--- src/hdl/sfcs_pkg.sv ---
// shared constants, carriers and helpers of the serial port format and clock-select block
// assumes a single 25 MHz system clock; no register bus, control bits arrive as ports
package sfcs_pkg;

  // ************************************************************
  // mode register field positions
  // ************************************************************
  localparam int MODE_SYNC_BIT = 7;
  localparam int MODE_CHR_BIT = 6;
  localparam int MODE_PE_BIT = 5;
  localparam int MODE_ODD_BIT = 4;
  localparam int MODE_STOP_BIT = 3;
  localparam int MODE_MP_BIT = 2;

  // ************************************************************
  // timing and sizes
  // ************************************************************
  localparam int OVERSAMPLE = 16;
  localparam logic [3:0] SAMPLE_PHASE = 4'h7;
  localparam logic [3:0] LAST_PHASE = 4'(OVERSAMPLE - 1);
  localparam int RX_FIFO_DEPTH = 8;
  localparam logic [7:0] BRG_RESET = 8'h00;
  localparam logic [2:0] PIN_RESET = 3'h7;

  // ************************************************************
  // carriers and states
  // ************************************************************
  typedef struct packed {
    logic mpb;
    logic [7:0] data;
  } sfcs_tx_word_t;

  typedef struct packed {
    logic mpb;
    logic parity_err;
    logic framing_err;
    logic [7:0] data;
  } sfcs_rx_word_t;

  typedef enum logic [2:0] {
    ST_IDLE = 3'b000,
    ST_START = 3'b001,
    ST_DATA = 3'b010,
    ST_EXTRA = 3'b011,
    ST_STOP = 3'b100
  } sfcs_state_t;

  // data bits per character; clocked synchronous mode is always eight
  function automatic logic [3:0] sfcs_data_bits(input logic [7:0] mode);
    sfcs_data_bits = (!mode[MODE_SYNC_BIT] && mode[MODE_CHR_BIT]) ? 4'h7 : 4'h8;
  endfunction : sfcs_data_bits

  // parity over the used data bits, even unless odd is chosen
  function automatic logic sfcs_parity(input logic [7:0] data, input logic [7:0] mode);
    logic [7:0] used;
    used = mode[MODE_CHR_BIT] ? {1'b0, data[6:0]} : data;
    sfcs_parity = (^used) ^ mode[MODE_ODD_BIT];
  endfunction : sfcs_parity

endpackage : sfcs_pkg

--- src/hdl/sfcs_top.sv ---
// serial port: mode/format/clock selection, async and clocked framing, receive sampling
// assumes unsynchronised rxd and sck pins, and software that drops both enables
// before it changes mode, format or clock selection
//
// What this block does
// - clocked synchronous mode: eight data bits, no parity, mp bit or stop bits
// - clocked synchronous receive detects only overrun; other error flags stay clear
// - synchronous internal clock: time from baud generator, drive serial clock out
// - synchronous external clock: shift on the far clock, baud generator idle
// - mode bits select sync, 7/8 bits, parity, stop length, multiprocessor format
// - async, clock bits clear: clock pin unused; bit 0 only: bit-rate clock out
// - async with clock bit 1: pin supplies sixteen times the bit rate
// - synchronous: clock bit 1 clear drives the clock, set accepts it
// - async character framed by start and stop, resynchronised per character
// - transmitter and receiver run independently for full duplex
// - holding stage before the transmit shifter and buffer after the receive shifter allow back-to-back characters
// - async line rests high between characters
// - receiver starts a character when the idle line falls low
// - order: low start, data lsb first, optional parity, high stop bits
// - receiver aligns to start edge, samples on eighth of sixteen pulses
// - async offers twelve formats from length, parity/mp and stop length
`timescale 1ns/1ps

// ************************************************************
// receive buffer
// ************************************************************
// depth must be a power of two; full and empty come from the wrap bit
module sfcs_fifo #(
  parameter int WIDTH = 8,
  parameter int DEPTH = 8
) (
  input wire logic clk_i,
  input wire logic reset_i,
  input wire logic [WIDTH-1:0] in_data_i,
  input wire logic in_valid_i,
  output logic in_ready_o,
  output logic [WIDTH-1:0] out_data_o,
  output logic out_valid_o,
  input wire logic out_ready_i
);
  localparam int AW = $clog2(DEPTH);
  logic [WIDTH-1:0] mem [DEPTH];
  logic [AW:0] wr_ptr, rd_ptr, next_wr_ptr, next_rd_ptr;
  logic push, pop;

  // full when pointers differ only in the wrap bit
  assign in_ready_o = !((wr_ptr[AW] != rd_ptr[AW]) && (wr_ptr[AW-1:0] == rd_ptr[AW-1:0]));
  assign out_valid_o = (wr_ptr != rd_ptr);
  assign out_data_o = mem[rd_ptr[AW-1:0]];
  assign push = in_valid_i && in_ready_o;
  assign pop = out_valid_o && out_ready_i;

  // pointer advance
  always_comb begin
    next_wr_ptr = push ? wr_ptr + 1'b1 : wr_ptr;
    next_rd_ptr = pop ? rd_ptr + 1'b1 : rd_ptr;
  end

  always_ff @(posedge clk_i) begin
    if (reset_i) begin
      wr_ptr <= '0;
      rd_ptr <= '0;
    end else begin
      wr_ptr <= next_wr_ptr;
      rd_ptr <= next_rd_ptr;
    end
  end

  // storage carries no reset, only pointers matter
  always_ff @(posedge clk_i) begin
    if (push) begin
      mem[wr_ptr[AW-1:0]] <= in_data_i;
    end
  end
endmodule : sfcs_fifo

// ************************************************************
// serial port core
// ************************************************************
module sfcs_top import sfcs_pkg::*; #(
  parameter int FIFO_DEPTH = RX_FIFO_DEPTH
) (
  input wire logic clk_i,
  input wire logic reset_i,
  input wire logic [7:0] mode_register_i,
  input wire logic clock_source_select_i,
  input wire logic clock_output_enable_i,
  input wire logic transmit_enable_bit_i,
  input wire logic receive_enable_bit_i,
  input wire logic [7:0] brg_divisor_i,
  input wire sfcs_tx_word_t tx_word_i,
  input wire logic tx_valid_i,
  output logic tx_ready_o,
  output logic tx_end_o,
  output sfcs_rx_word_t rx_word_o,
  output logic rx_valid_o,
  input wire logic rx_ready_i,
  output logic overrun_flag_o,
  input wire logic overrun_clear_i,
  output logic txd_o,
  input wire logic rxd_i,
  input wire logic sck_i,
  output logic sck_o,
  output logic sck_oe_o
);
  logic sync_mode, ext_clk, extra_on, tick16, sck_run, tx_bit_end, sync_take;
  logic [3:0] nbits;
  logic [2:0] rxd_pipe, sck_pipe, next_rxd_pipe, next_sck_pipe;
  logic rxd_clean, sck_clean, next_rxd_clean, next_sck_clean, sck_rise, sck_fall, rxd_fall;
  logic [7:0] brg_cnt, next_brg_cnt;
  logic [3:0] clk_phase, next_clk_phase;
  logic sck_drv, next_sck_drv;
  sfcs_state_t tx_state, next_tx_state, rx_state, next_rx_state;
  logic [7:0] tx_shift, next_tx_shift, rx_shift, next_rx_shift;
  logic [3:0] tx_bitcnt, next_tx_bitcnt, rx_bitcnt, next_rx_bitcnt, rx_cnt, next_rx_cnt;
  logic tx_extra, next_tx_extra, tx_second, next_tx_second, txd, next_txd, tx_done;
  sfcs_tx_word_t hold, next_hold;
  logic hold_full, next_hold_full;
  logic rx_extra, next_rx_extra, rx_push, next_rx_push, rx_sample, fifo_in_ready;
  sfcs_rx_word_t rx_word, next_rx_word;
  logic overrun, next_overrun;

  // format decode from the mode bits
  assign sync_mode = mode_register_i[MODE_SYNC_BIT];
  assign nbits = sfcs_data_bits(mode_register_i);
  assign extra_on = !sync_mode && (mode_register_i[MODE_PE_BIT] || mode_register_i[MODE_MP_BIT]);
  // bit 1 set wins, bit 0 then has no say
  assign ext_clk = clock_source_select_i;

  // ************************************************************
  // pin synchronisers
  // ************************************************************
  // a level is accepted once the 2nd and 3rd stages agree
  always_comb begin
    next_rxd_pipe = {rxd_pipe[1:0], rxd_i};
    next_sck_pipe = {sck_pipe[1:0], sck_i};
    next_rxd_clean = (rxd_pipe[1] == rxd_pipe[2]) ? rxd_pipe[2] : rxd_clean;
    next_sck_clean = (sck_pipe[1] == sck_pipe[2]) ? sck_pipe[2] : sck_clean;
  end

  always_ff @(posedge clk_i) begin
    if (reset_i) begin
      rxd_pipe <= PIN_RESET;
      sck_pipe <= PIN_RESET;
      rxd_clean <= 1'b1;
      sck_clean <= 1'b1;
    end else begin
      rxd_pipe <= next_rxd_pipe;
      sck_pipe <= next_sck_pipe;
      rxd_clean <= next_rxd_clean;
      sck_clean <= next_sck_clean;
    end
  end

  assign sck_rise = next_sck_clean && !sck_clean;
  assign sck_fall = !next_sck_clean && sck_clean;
  // start needs a real falling edge, so a low stop bit cannot restart the receiver
  assign rxd_fall = !next_rxd_clean && rxd_clean;

  // ************************************************************
  // clock sources
  // ************************************************************
  // baud generator held at zero while the pin clock is used
  always_comb begin
    next_brg_cnt = brg_cnt + 8'h01;
    if (ext_clk || brg_cnt >= brg_divisor_i) begin
      next_brg_cnt = BRG_RESET;
    end
  end

  // sixteen-times clock from the pin when external
  assign tick16 = ext_clk ? sck_rise : (brg_cnt >= brg_divisor_i);
  // synchronous clock runs only while there is work, else it idles high
  assign sck_run = (tx_state != ST_IDLE) || hold_full || receive_enable_bit_i;

  // bit phase; sck rises at phase 8, the middle of each transmit bit
  always_comb begin
    next_clk_phase = tick16 ? clk_phase + 4'h1 : clk_phase;
    if (sync_mode && !sck_run) begin
      next_clk_phase = LAST_PHASE;
    end
    // back to idle high as the last bit ends, else a stray short pulse reaches the pin
    next_sck_drv = next_clk_phase[3] || (sync_mode && next_tx_state == ST_IDLE && !next_hold_full &&
      !receive_enable_bit_i);
  end

  always_ff @(posedge clk_i) begin
    if (reset_i) begin
      brg_cnt <= BRG_RESET;
      clk_phase <= LAST_PHASE;
      sck_drv <= 1'b1;
    end else begin
      brg_cnt <= next_brg_cnt;
      clk_phase <= next_clk_phase;
      sck_drv <= next_sck_drv;
    end
  end

  // drive the pin for sync internal or async bit-rate output
  assign sck_oe_o = !ext_clk && (sync_mode || clock_output_enable_i);
  assign sck_o = sck_drv;

  // synchronous external: shift on far falling, sample on far rising
  assign tx_bit_end = (sync_mode && ext_clk) ? sck_fall : (tick16 && clk_phase == LAST_PHASE);
  assign sync_take = ext_clk ? sck_rise : (tick16 && clk_phase == SAMPLE_PHASE && sck_run);

  // ************************************************************
  // transmitter
  // ************************************************************
  // transmit state shares only the clock phase with receive
  always_comb begin
    next_tx_state = tx_state;
    next_tx_shift = tx_shift;
    next_tx_extra = tx_extra;
    next_tx_bitcnt = tx_bitcnt;
    next_tx_second = tx_second;
    next_hold = hold;
    next_hold_full = hold_full;
    next_txd = txd;
    tx_done = 1'b0;
    if (tx_bit_end) begin
      // start, data lsb first, parity or mp bit, stop
      unique case (tx_state)
        ST_IDLE: tx_done = 1'b1;
        ST_START: begin
          next_tx_state = ST_DATA;
          next_txd = tx_shift[0];
        end
        ST_DATA: begin
          next_tx_shift = tx_shift >> 1;
          next_tx_bitcnt = tx_bitcnt + 4'h1;
          next_txd = tx_shift[1];
          // synchronous character ends after its eight data bits
          if (tx_bitcnt == nbits - 4'h1) begin
            if (sync_mode) begin
              tx_done = 1'b1;
            end else if (extra_on) begin
              next_tx_state = ST_EXTRA;
              next_txd = tx_extra;
            end else begin
              next_tx_state = ST_STOP;
              next_txd = 1'b1;
              next_tx_second = 1'b0;
            end
          end
        end
        ST_EXTRA: begin
          next_tx_state = ST_STOP;
          next_txd = 1'b1;
          next_tx_second = 1'b0;
        end
        ST_STOP: begin
          if (mode_register_i[MODE_STOP_BIT] && !tx_second) begin
            next_tx_second = 1'b1;
          end else begin
            tx_done = 1'b1;
          end
        end
        default: next_tx_state = ST_IDLE;
      endcase
    end
    // rest at mark, or chain straight into the held character
    if (tx_done) begin
      next_tx_state = ST_IDLE;
      next_txd = 1'b1;
      if (hold_full) begin
        next_tx_shift = hold.data;
        next_tx_bitcnt = 4'h0;
        next_hold_full = 1'b0;
        next_tx_extra = mode_register_i[MODE_MP_BIT] ? hold.mpb : sfcs_parity(hold.data, mode_register_i);
        next_tx_state = sync_mode ? ST_DATA : ST_START;
        next_txd = sync_mode ? hold.data[0] : 1'b0;
      end
    end
    // holding stage accepts the next character while shifting
    if (tx_valid_i && tx_ready_o) begin
      next_hold = tx_word_i;
      next_hold_full = 1'b1;
    end
    // disabled transmitter returns to mark and empties the holding stage
    if (!transmit_enable_bit_i) begin
      next_tx_state = ST_IDLE;
      next_hold_full = 1'b0;
      next_txd = 1'b1;
    end
  end

  always_ff @(posedge clk_i) begin
    if (reset_i) begin
      tx_state <= ST_IDLE;
      tx_shift <= 8'h00;
      tx_extra <= 1'b0;
      tx_bitcnt <= 4'h0;
      tx_second <= 1'b0;
      hold <= '0;
      hold_full <= 1'b0;
      txd <= 1'b1;
    end else begin
      tx_state <= next_tx_state;
      tx_shift <= next_tx_shift;
      tx_extra <= next_tx_extra;
      tx_bitcnt <= next_tx_bitcnt;
      tx_second <= next_tx_second;
      hold <= next_hold;
      hold_full <= next_hold_full;
      txd <= next_txd;
    end
  end

  assign tx_ready_o = transmit_enable_bit_i && !hold_full;
  assign tx_end_o = transmit_enable_bit_i && !hold_full && (tx_state == ST_IDLE);
  assign txd_o = txd;

  // ************************************************************
  // receiver
  // ************************************************************
  always_comb begin
    next_rx_state = rx_state;
    next_rx_shift = rx_shift;
    next_rx_bitcnt = rx_bitcnt;
    next_rx_extra = rx_extra;
    next_rx_word = rx_word;
    next_rx_push = 1'b0;
    next_rx_cnt = tick16 ? rx_cnt + 4'h1 : rx_cnt;
    // eighth oversample pulse after the start edge
    rx_sample = sync_mode ? sync_take : (tick16 && rx_cnt == SAMPLE_PHASE);
    unique case (rx_state)
      // falling line marks a start bit
      ST_IDLE: begin
        next_rx_bitcnt = 4'h0;
        if (sync_mode) begin
          next_rx_state = ST_DATA;
        end else if (rxd_fall) begin
          next_rx_state = ST_START;
          next_rx_cnt = 4'h0;
        end
      end
      // a start bit gone high by mid-bit was a glitch
      ST_START: if (rx_sample) begin
        next_rx_state = rxd_clean ? ST_IDLE : ST_DATA;
      end
      ST_DATA: if (rx_sample) begin
        next_rx_shift = {rxd_clean, rx_shift[7:1]};
        next_rx_bitcnt = rx_bitcnt + 4'h1;
        if (rx_bitcnt == nbits - 4'h1) begin
          // synchronous word carries no parity or framing error
          if (sync_mode) begin
            next_rx_push = 1'b1;
            next_rx_bitcnt = 4'h0;
            next_rx_word = '{mpb: 1'b0, parity_err: 1'b0, framing_err: 1'b0, data: next_rx_shift};
          end else begin
            next_rx_state = extra_on ? ST_EXTRA : ST_STOP;
          end
        end
      end
      ST_EXTRA: if (rx_sample) begin
        next_rx_extra = rxd_clean;
        next_rx_state = ST_STOP;
      end
      // only the first stop bit is checked, then rearm per character
      ST_STOP: if (rx_sample) begin
        next_rx_push = 1'b1;
        next_rx_state = ST_IDLE;
        next_rx_word.data = mode_register_i[MODE_CHR_BIT] ? {1'b0, rx_shift[7:1]} : rx_shift;
        next_rx_word.framing_err = !rxd_clean;
        next_rx_word.mpb = mode_register_i[MODE_MP_BIT] && rx_extra;
        next_rx_word.parity_err = mode_register_i[MODE_PE_BIT] && !mode_register_i[MODE_MP_BIT] &&
          (sfcs_parity(next_rx_word.data, mode_register_i) != rx_extra);
      end
      default: next_rx_state = ST_IDLE;
    endcase
    // enable dropped before any format change; flags and buffer kept
    if (!receive_enable_bit_i) begin
      next_rx_state = ST_IDLE;
      next_rx_push = 1'b0;
    end
  end

  always_ff @(posedge clk_i) begin
    if (reset_i) begin
      rx_state <= ST_IDLE;
      rx_shift <= 8'h00;
      rx_bitcnt <= 4'h0;
      rx_cnt <= 4'h0;
      rx_extra <= 1'b0;
      rx_word <= '0;
      rx_push <= 1'b0;
    end else begin
      rx_state <= next_rx_state;
      rx_shift <= next_rx_shift;
      rx_bitcnt <= next_rx_bitcnt;
      rx_cnt <= next_rx_cnt;
      rx_extra <= next_rx_extra;
      rx_word <= next_rx_word;
      rx_push <= next_rx_push;
    end
  end

  // receive side holding stage is this buffer
  sfcs_fifo #(
    .WIDTH($bits(sfcs_rx_word_t)),
    .DEPTH(FIFO_DEPTH)
  ) u_rx_fifo (
    .clk_i(clk_i),
    .reset_i(reset_i),
    .in_data_i(rx_word),
    .in_valid_i(rx_push),
    .in_ready_o(fifo_in_ready),
    .out_data_o(rx_word_o),
    .out_valid_o(rx_valid_o),
    .out_ready_i(rx_ready_i)
  );

  // overrun: character lost to a full buffer; a new one beats the clear
  always_comb begin
    next_overrun = (overrun && !overrun_clear_i) || (rx_push && !fifo_in_ready);
  end

  always_ff @(posedge clk_i) begin
    if (reset_i) begin
      overrun <= 1'b0;
    end else begin
      overrun <= next_overrun;
    end
  end

  assign overrun_flag_o = overrun;

  // ************************************************************
  // checks
  // ************************************************************
  chk_sync_no_errors:
  assert property (@(posedge clk_i) disable iff (reset_i)
    rx_push && sync_mode |-> !rx_word.parity_err && !rx_word.framing_err)
  else $error("error flag in clocked synchronous word");

  chk_overrun_set:
  assert property (@(posedge clk_i) disable iff (reset_i)
    rx_push && !fifo_in_ready |=> overrun_flag_o)
  else $error("overrun not flagged on full buffer");

  chk_idle_mark:
  assert property (@(posedge clk_i) disable iff (reset_i)
    tx_state == ST_IDLE |-> txd_o)
  else $error("line not at mark while idle");

  chk_start_low:
  assert property (@(posedge clk_i) disable iff (reset_i)
    tx_state == ST_START |-> !txd_o && !sync_mode)
  else $error("start bit not low");

  chk_pin_unused:
  assert property (@(posedge clk_i) disable iff (reset_i)
    !sync_mode && !clock_source_select_i && !clock_output_enable_i |-> !sck_oe_o)
  else $error("clock pin driven when unused");

  chk_ext_brg_idle:
  assert property (@(posedge clk_i) disable iff (reset_i)
    clock_source_select_i ##1 clock_source_select_i |-> brg_cnt == 8'h00 && !sck_oe_o)
  else $error("baud generator or pin driver active on external clock");

  chk_sync_drive:
  assert property (@(posedge clk_i) disable iff (reset_i)
    sync_mode && !clock_source_select_i |-> sck_oe_o)
  else $error("synchronous internal clock not driven");

  chk_start_sample:
  assert property (@(posedge clk_i) disable iff (reset_i)
    receive_enable_bit_i && !sync_mode && rx_state == ST_START && tick16 && rx_cnt == SAMPLE_PHASE
      && !rxd_clean |=> rx_state == ST_DATA)
  else $error("start bit not taken at the eighth pulse");

  chk_hold_load:
  assert property (@(posedge clk_i) disable iff (reset_i)
    tx_valid_i && tx_ready_o |=> hold_full && !tx_ready_o)
  else $error("holding stage did not take the character");

  chk_data_count:
  assert property (@(posedge clk_i) disable iff (reset_i)
    tx_state == ST_DATA |-> tx_bitcnt < nbits)
  else $error("more data bits than the format allows");

  chk_rx_rearm:
  assert property (@(posedge clk_i) disable iff (reset_i)
    receive_enable_bit_i && rx_state == ST_STOP && rx_sample |=> rx_state == ST_IDLE && rx_push)
  else $error("receiver did not rearm after stop bit");

  chk_sync_clock_idle:
  assert property (@(posedge clk_i) disable iff (reset_i)
    sync_mode && transmit_enable_bit_i && !receive_enable_bit_i && !$past(receive_enable_bit_i)
      && tx_state == ST_IDLE && !hold_full |-> sck_o)
  else $error("synchronous clock not idle high between characters");
endmodule : sfcs_top

--- config.mk ---
export PLATFORM = sky130hd
export DESIGN_NAME = sfcs_top
export DESIGN_NICKNAME = d
export VERILOG_FILES = /design/src/hdl/sfcs_pkg.sv /design/src/hdl/sfcs_top.sv
export SDC_FILE = /design/constraint.sdc
export NUM_CORES = 1
export LEC_CHECK = 0
export ABC_CLOCK_PERIOD_IN_PS = 3450
export BUFFER_PORTS_ARGS = -buffer_cell sky130_fd_sc_hd__buf_2
export CAP_MARGIN = 20
export CORE_AREA = 2 2 137 105
export DETAILED_ROUTE_END_ITERATION = 8
export DIE_AREA = 0 0 139 107
export GPL_TIMING_DRIVEN = 0
export PLACE_DENSITY = 0.84
export SYNTH_ARGS = -nofsm -noshare
export SYNTH_HDL_FRONTEND = slang
export SYNTH_SLANG_ARGS = --single-unit
--- constraint.sdc ---
create_clock -name clk_i -period 3.45 [get_ports clk_i]
set_input_delay 0.345 -clock clk_i [delete_from_list [all_inputs] [get_ports clk_i]]
set_output_delay 0.345 -clock clk_i [all_outputs]
set_load 0.01 [all_outputs]
### Yosys cells after proc, flatten, opt, wreduce, memory -nomap -nowiden

Memory sizes are Yosys's and may differ from the RTL's. A register that Yosys moved wholly into a read port is not among the register bits.
Cells that the tools add are included.

| cells by class | value |
|---|---|
| $add $sub $neg | 8 |
| magnitude comparators | 1 |
| equality and inequality tests | 31 |
| mux-type cells | 82 |
| bitwise gates (word level) | 4 |
| reduce and logical (&&, ||, !) cells | 72 |

Operator list:

| cell | count |
|---|---|
| $mux W4 | 14 |
| $mux W8 | 7 |
| $mux W3 | 16 |
| $mux W11 | 4 |
| $mux W1 | 30 |
| $logic_and A1 B1 Y1 | 27 |
| $add A4 B1 Y4 const B | 6 |
| $ne A2 B2 Y1 const B | 11 |
| $pmux W11 S2 | 1 |
| $reduce_xor A8 Y1 | 2 |
| $pmux W3 S5 | 1 |
| $logic_not A1 Y1 | 14 |
| $eq A3 B2 Y1 const B | 4 |
| $pmux W3 S4 | 1 |
| $reduce_and A2 Y1 | 5 |
| $reduce_or A2 Y1 | 5 |
| $logic_not A3 Y1 | 3 |
| $pmux W1 S3 | 3 |
| $add A8 B1 Y8 const B | 1 |
| $eq A4 B3 Y1 const B | 2 |
| $eq A4 B4 Y1 | 2 |
| $ge A8 B8 Y1 | 1 |
| $pmux W4 S2 | 1 |
| $logic_or A1 B1 Y1 | 7 |
| other kinds (19) | 30 |

| word-level totals | value |
|---|---|
| register bits after elaboration | 90 |
| RAM bits | 88 |
| bits of input ports | 36 |
| output and inout port bits | 18 |
| word-level logic and storage cells | 229 |
| memories | 1 |

Memory list:

| memory | words | width | read ports | clocked after Yosys merged registers in | write ports | RTL line | source |
|---|---|---|---|---|---|---|---|
| u_rx_fifo.mem | 8 | 11 | 1 | 1 | 1 | sfcs_top.sv:42 | `logic [WIDTH-1:0] mem [DEPTH];` |

### Depth between registers and ports, before layout

| depth | value |
|---|---|
| depth after elaboration | 15 |
| mapped depth | 12 |
| depth with buffers taken out | 9 |

### Modules after synthesis

A second synthesis with hierarchy kept.

| unflattened totals | value |
|---|---|
| cell total of the unflattened synthesis | 735 |
| area, all modules | 8323.0 um^2 |

Modules (own cells, without submodules):

| module | instances | cells each | area each (um^2) | seq. area each (um^2) |
|---|---|---|---|---|
| sfcs_top | 1 | 524 | 4261.6 | 1641.6 |
| sfcs_fifo | 1 | 211 | 4061.4 | 2862.7 |

### Worst setup path after synthesis

OpenSTA, ideal clock, no wires.

| timing | value |
|---|---|
| path type | in2reg |
| start point | in brg_divisor_i[7] |
| end point | reg rx_word[9] (netlist bit) |
| setup time | 0.070 ns |
| data arrival time | 2.402 ns |
| data required time | 3.380 ns |
| path slack | 0.977 ns |
| stages on the path | 11 |
| buffers on the path | 2 |
| cell sequence | inv_1 ha_1 nand4_1 and3_1 buf_6 nor2_2 o21ai_2 or3_1 clkbuf_1 or4_1 a21oi_1 |

| on the way | value |
|---|---|
| word-level cells in the longest chain between the ends | 8 |
| elaborated cells on any way between the ends | 10 |
| those cells by class | 1 x order compare; 2 x eq/ne; 3 x mux; 4 x reduce/logical |

Ends and longest elaborated chain:

| what | RTL line | source |
|---|---|---|
| start: declaration | sfcs_top.sv:90 | `input wire logic [7:0] brg_divisor_i,` |
| $ge A8 B8 Y1 (*) | sfcs_top.sv:172 | `assign tick16 = ext_clk ? sck_rise : (brg_cnt >= brg_divisor_i);` |
| $mux W1 (*) | sfcs_top.sv:172 |  |
| $logic_and A1 B1 Y1 (2 in series) | sfcs_top.sv:205 | `assign sync_take = ext_clk ? sck_rise : (tick16 && clk_phase == SAMPLE_PHASE && sck_run);` |
| $mux W1 | sfcs_top.sv:205 |  |
| $mux W1 (*) | sfcs_top.sv:326 | `rx_sample = sync_mode ? sync_take : (tick16 && rx_cnt == SAMPLE_PHASE);` |
| $ne A2 B2 Y1 (no source line) | -- |  |
| $reduce_and A5 Y1 (no source line) (*) | -- |  |
| end signal: assignment | sfcs_top.sv:394 | `rx_word <= next_rx_word;` |
| end: declaration | sfcs_top.sv:120 | `sfcs_rx_word_t rx_word, next_rx_word;` |

Every way passes the cells marked *; elsewhere a longest branch is shown, timed or not.
A chain may end at the register's enable or synchronous reset.

==> flow_summary_export.csv <==
group,metric,value,unit
sta,fmax,337,MHz
die,fp.dieW,139,um
synthesis,syn_area,0.00796,sq mm
synthesis,ys_ff_latch,181,
sta,period_share,0.861,
clock_tree,clock-sinks,181,
sta,setup_slack,0.480,ns
hold_path,holdCritPathClass,"primary input to flop",
clock_tree,cts.htree.levels,4,
synthesis,syn_inst,679,
final_layout,area_delta_synth_final,15.0,%
global_route,grt_pass1_vias,5578,
drt,top_layer,"met4",
sta,slew_headroom,0.357,
clock_tree,cts.clk_slew.worst_paths,0.07,ns
die,die-area,0.0149,sq mm
power,peakVddDrop,435,uV
synthesis,yosys.area.top_type_share,0.332,
drt,wl_per_cell,19.1,um
synthesis,synth-edff-count,88,
power,p_per_area,495,mW/mm^2
worst_setup_path,required,3.11,ns
drt,firstDrtPassIters,5,
clock_tree,clockBufferDepth,2,
power,power,0.00454,W
placement,port_buffers,50,
drt,final_antenna_net_count,0,
sta,tightest_slew,0.965,ns
placement,hpwlAfterDp,11900,um
drt,drc,0,
clock_tree,cts_setup_buffers,0,
synthesis,synthDistinctLibCells,58,
clock_tree,cts_root_buf,"clkbuf_16",
sta,skew,0.00587,ns
sta,fin_tns_setup,0,ns
die,die_height,107,um
synthesis,yosysTopAreaCell,"edfxtp_1",
synthesis,ys_seq_area_frac,0.566,
synthesis,syn_nets,730,
synthesis,yosys-top-cells-area,"edfxtp_1 33%, dfxtp_1 23%, mux4_2 6.2%",
drt,wirelength_met1,7600,um
worst_setup_path,crit_path_end_kind,"output port",
worst_setup_path,r2r_cells,10,
clock_tree,cts_tree,"yes",
global_route,antenna_found_initial,0,
die,io_pins,54,
global_route,grt_max_degree,17,
die,num_rows,37,
drt,wirelength,18000,um
synthesis,async_reset_ff_frac,0,
drt,wl_met2,8570,um
global_route,grt_pass1_wl,28600,um
drt,drt_iter0_markers,548,
synthesis,synth_ff_type,"dfxtp_1",
global_route,track_usage,0.250,
sta,period_minus_slack,2.97,ns
synthesis,ys_warn_count,0,
final_layout,antenna_cells,0,
clock_tree,cts_hold_buf,0,
worst_setup_path,worst-setup-path-type,"flop to output port",
flow_run,maxCapViolations,0,
die,initial_core_util,0.589,
sta,rsz0062_at_grt,"false",
final_layout,drive_gt1_frac,0.200,
placement,gp_congestion,0.908,
clock_tree,clk_latency,0.44,ns
worst_setup_path,cp_data_arrival_time,2.62,ns
worst_setup_path,start_kind,"flop",
synthesis,syn_area_per_cell,11.7,sq um
drt,vias_per_cell,5.97,
sta,finalSetupViolCount,0,
final_layout,nNetsFinal,807,
sta,slew_viol_final,0,
clock_tree,cts_made_buffers,17,
outcome,outcome,"finished clean",
die,core,0.0135,sq mm
placement,pre_cts_ws,0.515,ns
worst_setup_path,crit_fanout,10,
drt,wl_met3,1520,um
drt,num_vias,5639,
clock_tree,cts_resized,0,
sta,hold_viol_final,0,
power,leakagePower,3.45,nW
hold_path,hold-path-cell-count,2,
global_route,grt_remaining_overflow,0,
[cell usage in the layout, fill, tap and decap left out, types with 4 or more instances in the layout]
cell type | Yosys | layout
dfxtp_1 | 93 | 93
edfxtp_1 | 88 | 88
nor2_1 | 70 | 70
nand2_1 | 61 | 61
buf_2 | 5 | 55
a21oi_1 | 40 | 40
xnor2_1 | 28 | 28
mux2i_1 | 27 | 27
clkbuf_1 | 25 | 25
mux4_2 | 22 | 22
o21ai_0 | 20 | 20
mux2_2 | 18 | 18
clkbuf_16 | 0 | 17
inv_1 | 16 | 16
xor2_1 | 16 | 16
ha_1 | 15 | 15
nand3_1 | 13 | 13
nand4_1 | 11 | 11
a211oi_1 | 10 | 10
nand2b_1 | 9 | 9
nor2b_1 | 9 | 9
or2_2 | 9 | 9
buf_6 | 1 | 8
and3_1 | 5 | 5
and2_1 | 4 | 4
o21bai_1 | 4 | 4
or3_1 | 4 | 4
nor3_1 | 6 | 4
bufinv_16 | 0 | 4
clkinvlp_4 | 0 | 4
[state kept, by name (all words and copies together), names as in the netlist, 4 cells and up, named ones only]
signal / cells
brg_cnt: 8
clk_phase: 4
hold: 9
rx_bitcnt: 4
rx_cnt: 4
rx_shift: 8
rx_word: 11
tx_bitcnt: 4
tx_shift: 8
u_rx_fifo.mem: 88
u_rx_fifo.rd_ptr: 4
u_rx_fifo.wr_ptr: 4
[critical path, stage by stage, from the launching register on]
cell     delay, ns
dfxtp_1       0.41
buf_1         0.74
mux4_2        0.61
mux2_2        0.30
buf_2         0.14
[cell type report]
type | count | area (sq um)
clock inverter | 15 | 203
sequential | 181 | 4500
tap | 175 | 219
fill | 904 | 4360
inverter | 16 | 60.1
timing repair buffer | 58 | 337
clock buffer | 17 | 425
multi-input combinational | 449 | 3270
buffer | 33 | 138
[report_power, final]
part | internal [W] | switching, W
combinational | 0.0000788 | 0.000124
sequential | 0.00225 | 0.0000164
clock | 0.00122 | 0.000849
total | 0.00355 | 0.000989
[metrics by stage]
stage                     instances  area (sq um)  hold WS, ns  utilization
after floorplan                 679          7960        0.389            -
after global placement          904          8430        0.398        0.624
after detailed placement        907          8480        0.400        0.627
after CTS                       939          9100       0.0727        0.673
after global routing            944          9160       0.0784        0.677
final                           944          9160       0.0842        0.677
[layer usage]
metal	global-route usage	up-vias
met4	0.0960	0
met2	0.399	292
met3	0.0692	38
li1	-	2605
met5	0	-
met1	0.330	2704
[path summary, 6_finish.rpt]
check	from	end	slack, ns
worst max-delay path	flop	rx_word_o[8]	0.48
worst min-delay path	sck_i	sck_pipe[0]	0.08
worst max register to register	brg_cnt[1]	rx_word[3]	0.55
worst min register to register	sck_pipe[0]	sck_pipe[1]	0.42
[synth_stat cells (all sizes together) (15+ instances only)]
cell type	number
inv	16
a21oi	40
edfxtp	88
mux2	18
nand2	61
mux4	22
xor2	16
mux2i	27
o21ai	22
dfxtp	93
nor2	71
clkbuf	25
ha	15
xnor2	28
[cell families after synthesis]
group                    share of synthesized area
AO/OA/AOI/OAI                               0.0814
multiplexers                                 0.122
flip-flops                                   0.566
XOR/XNOR                                    0.0484
adder cells (fa/ha/maj)                     0.0236
buffers and inverters                       0.0248
AND/OR/NAND/NOR                              0.135
(Power assumes the default switching activity.)
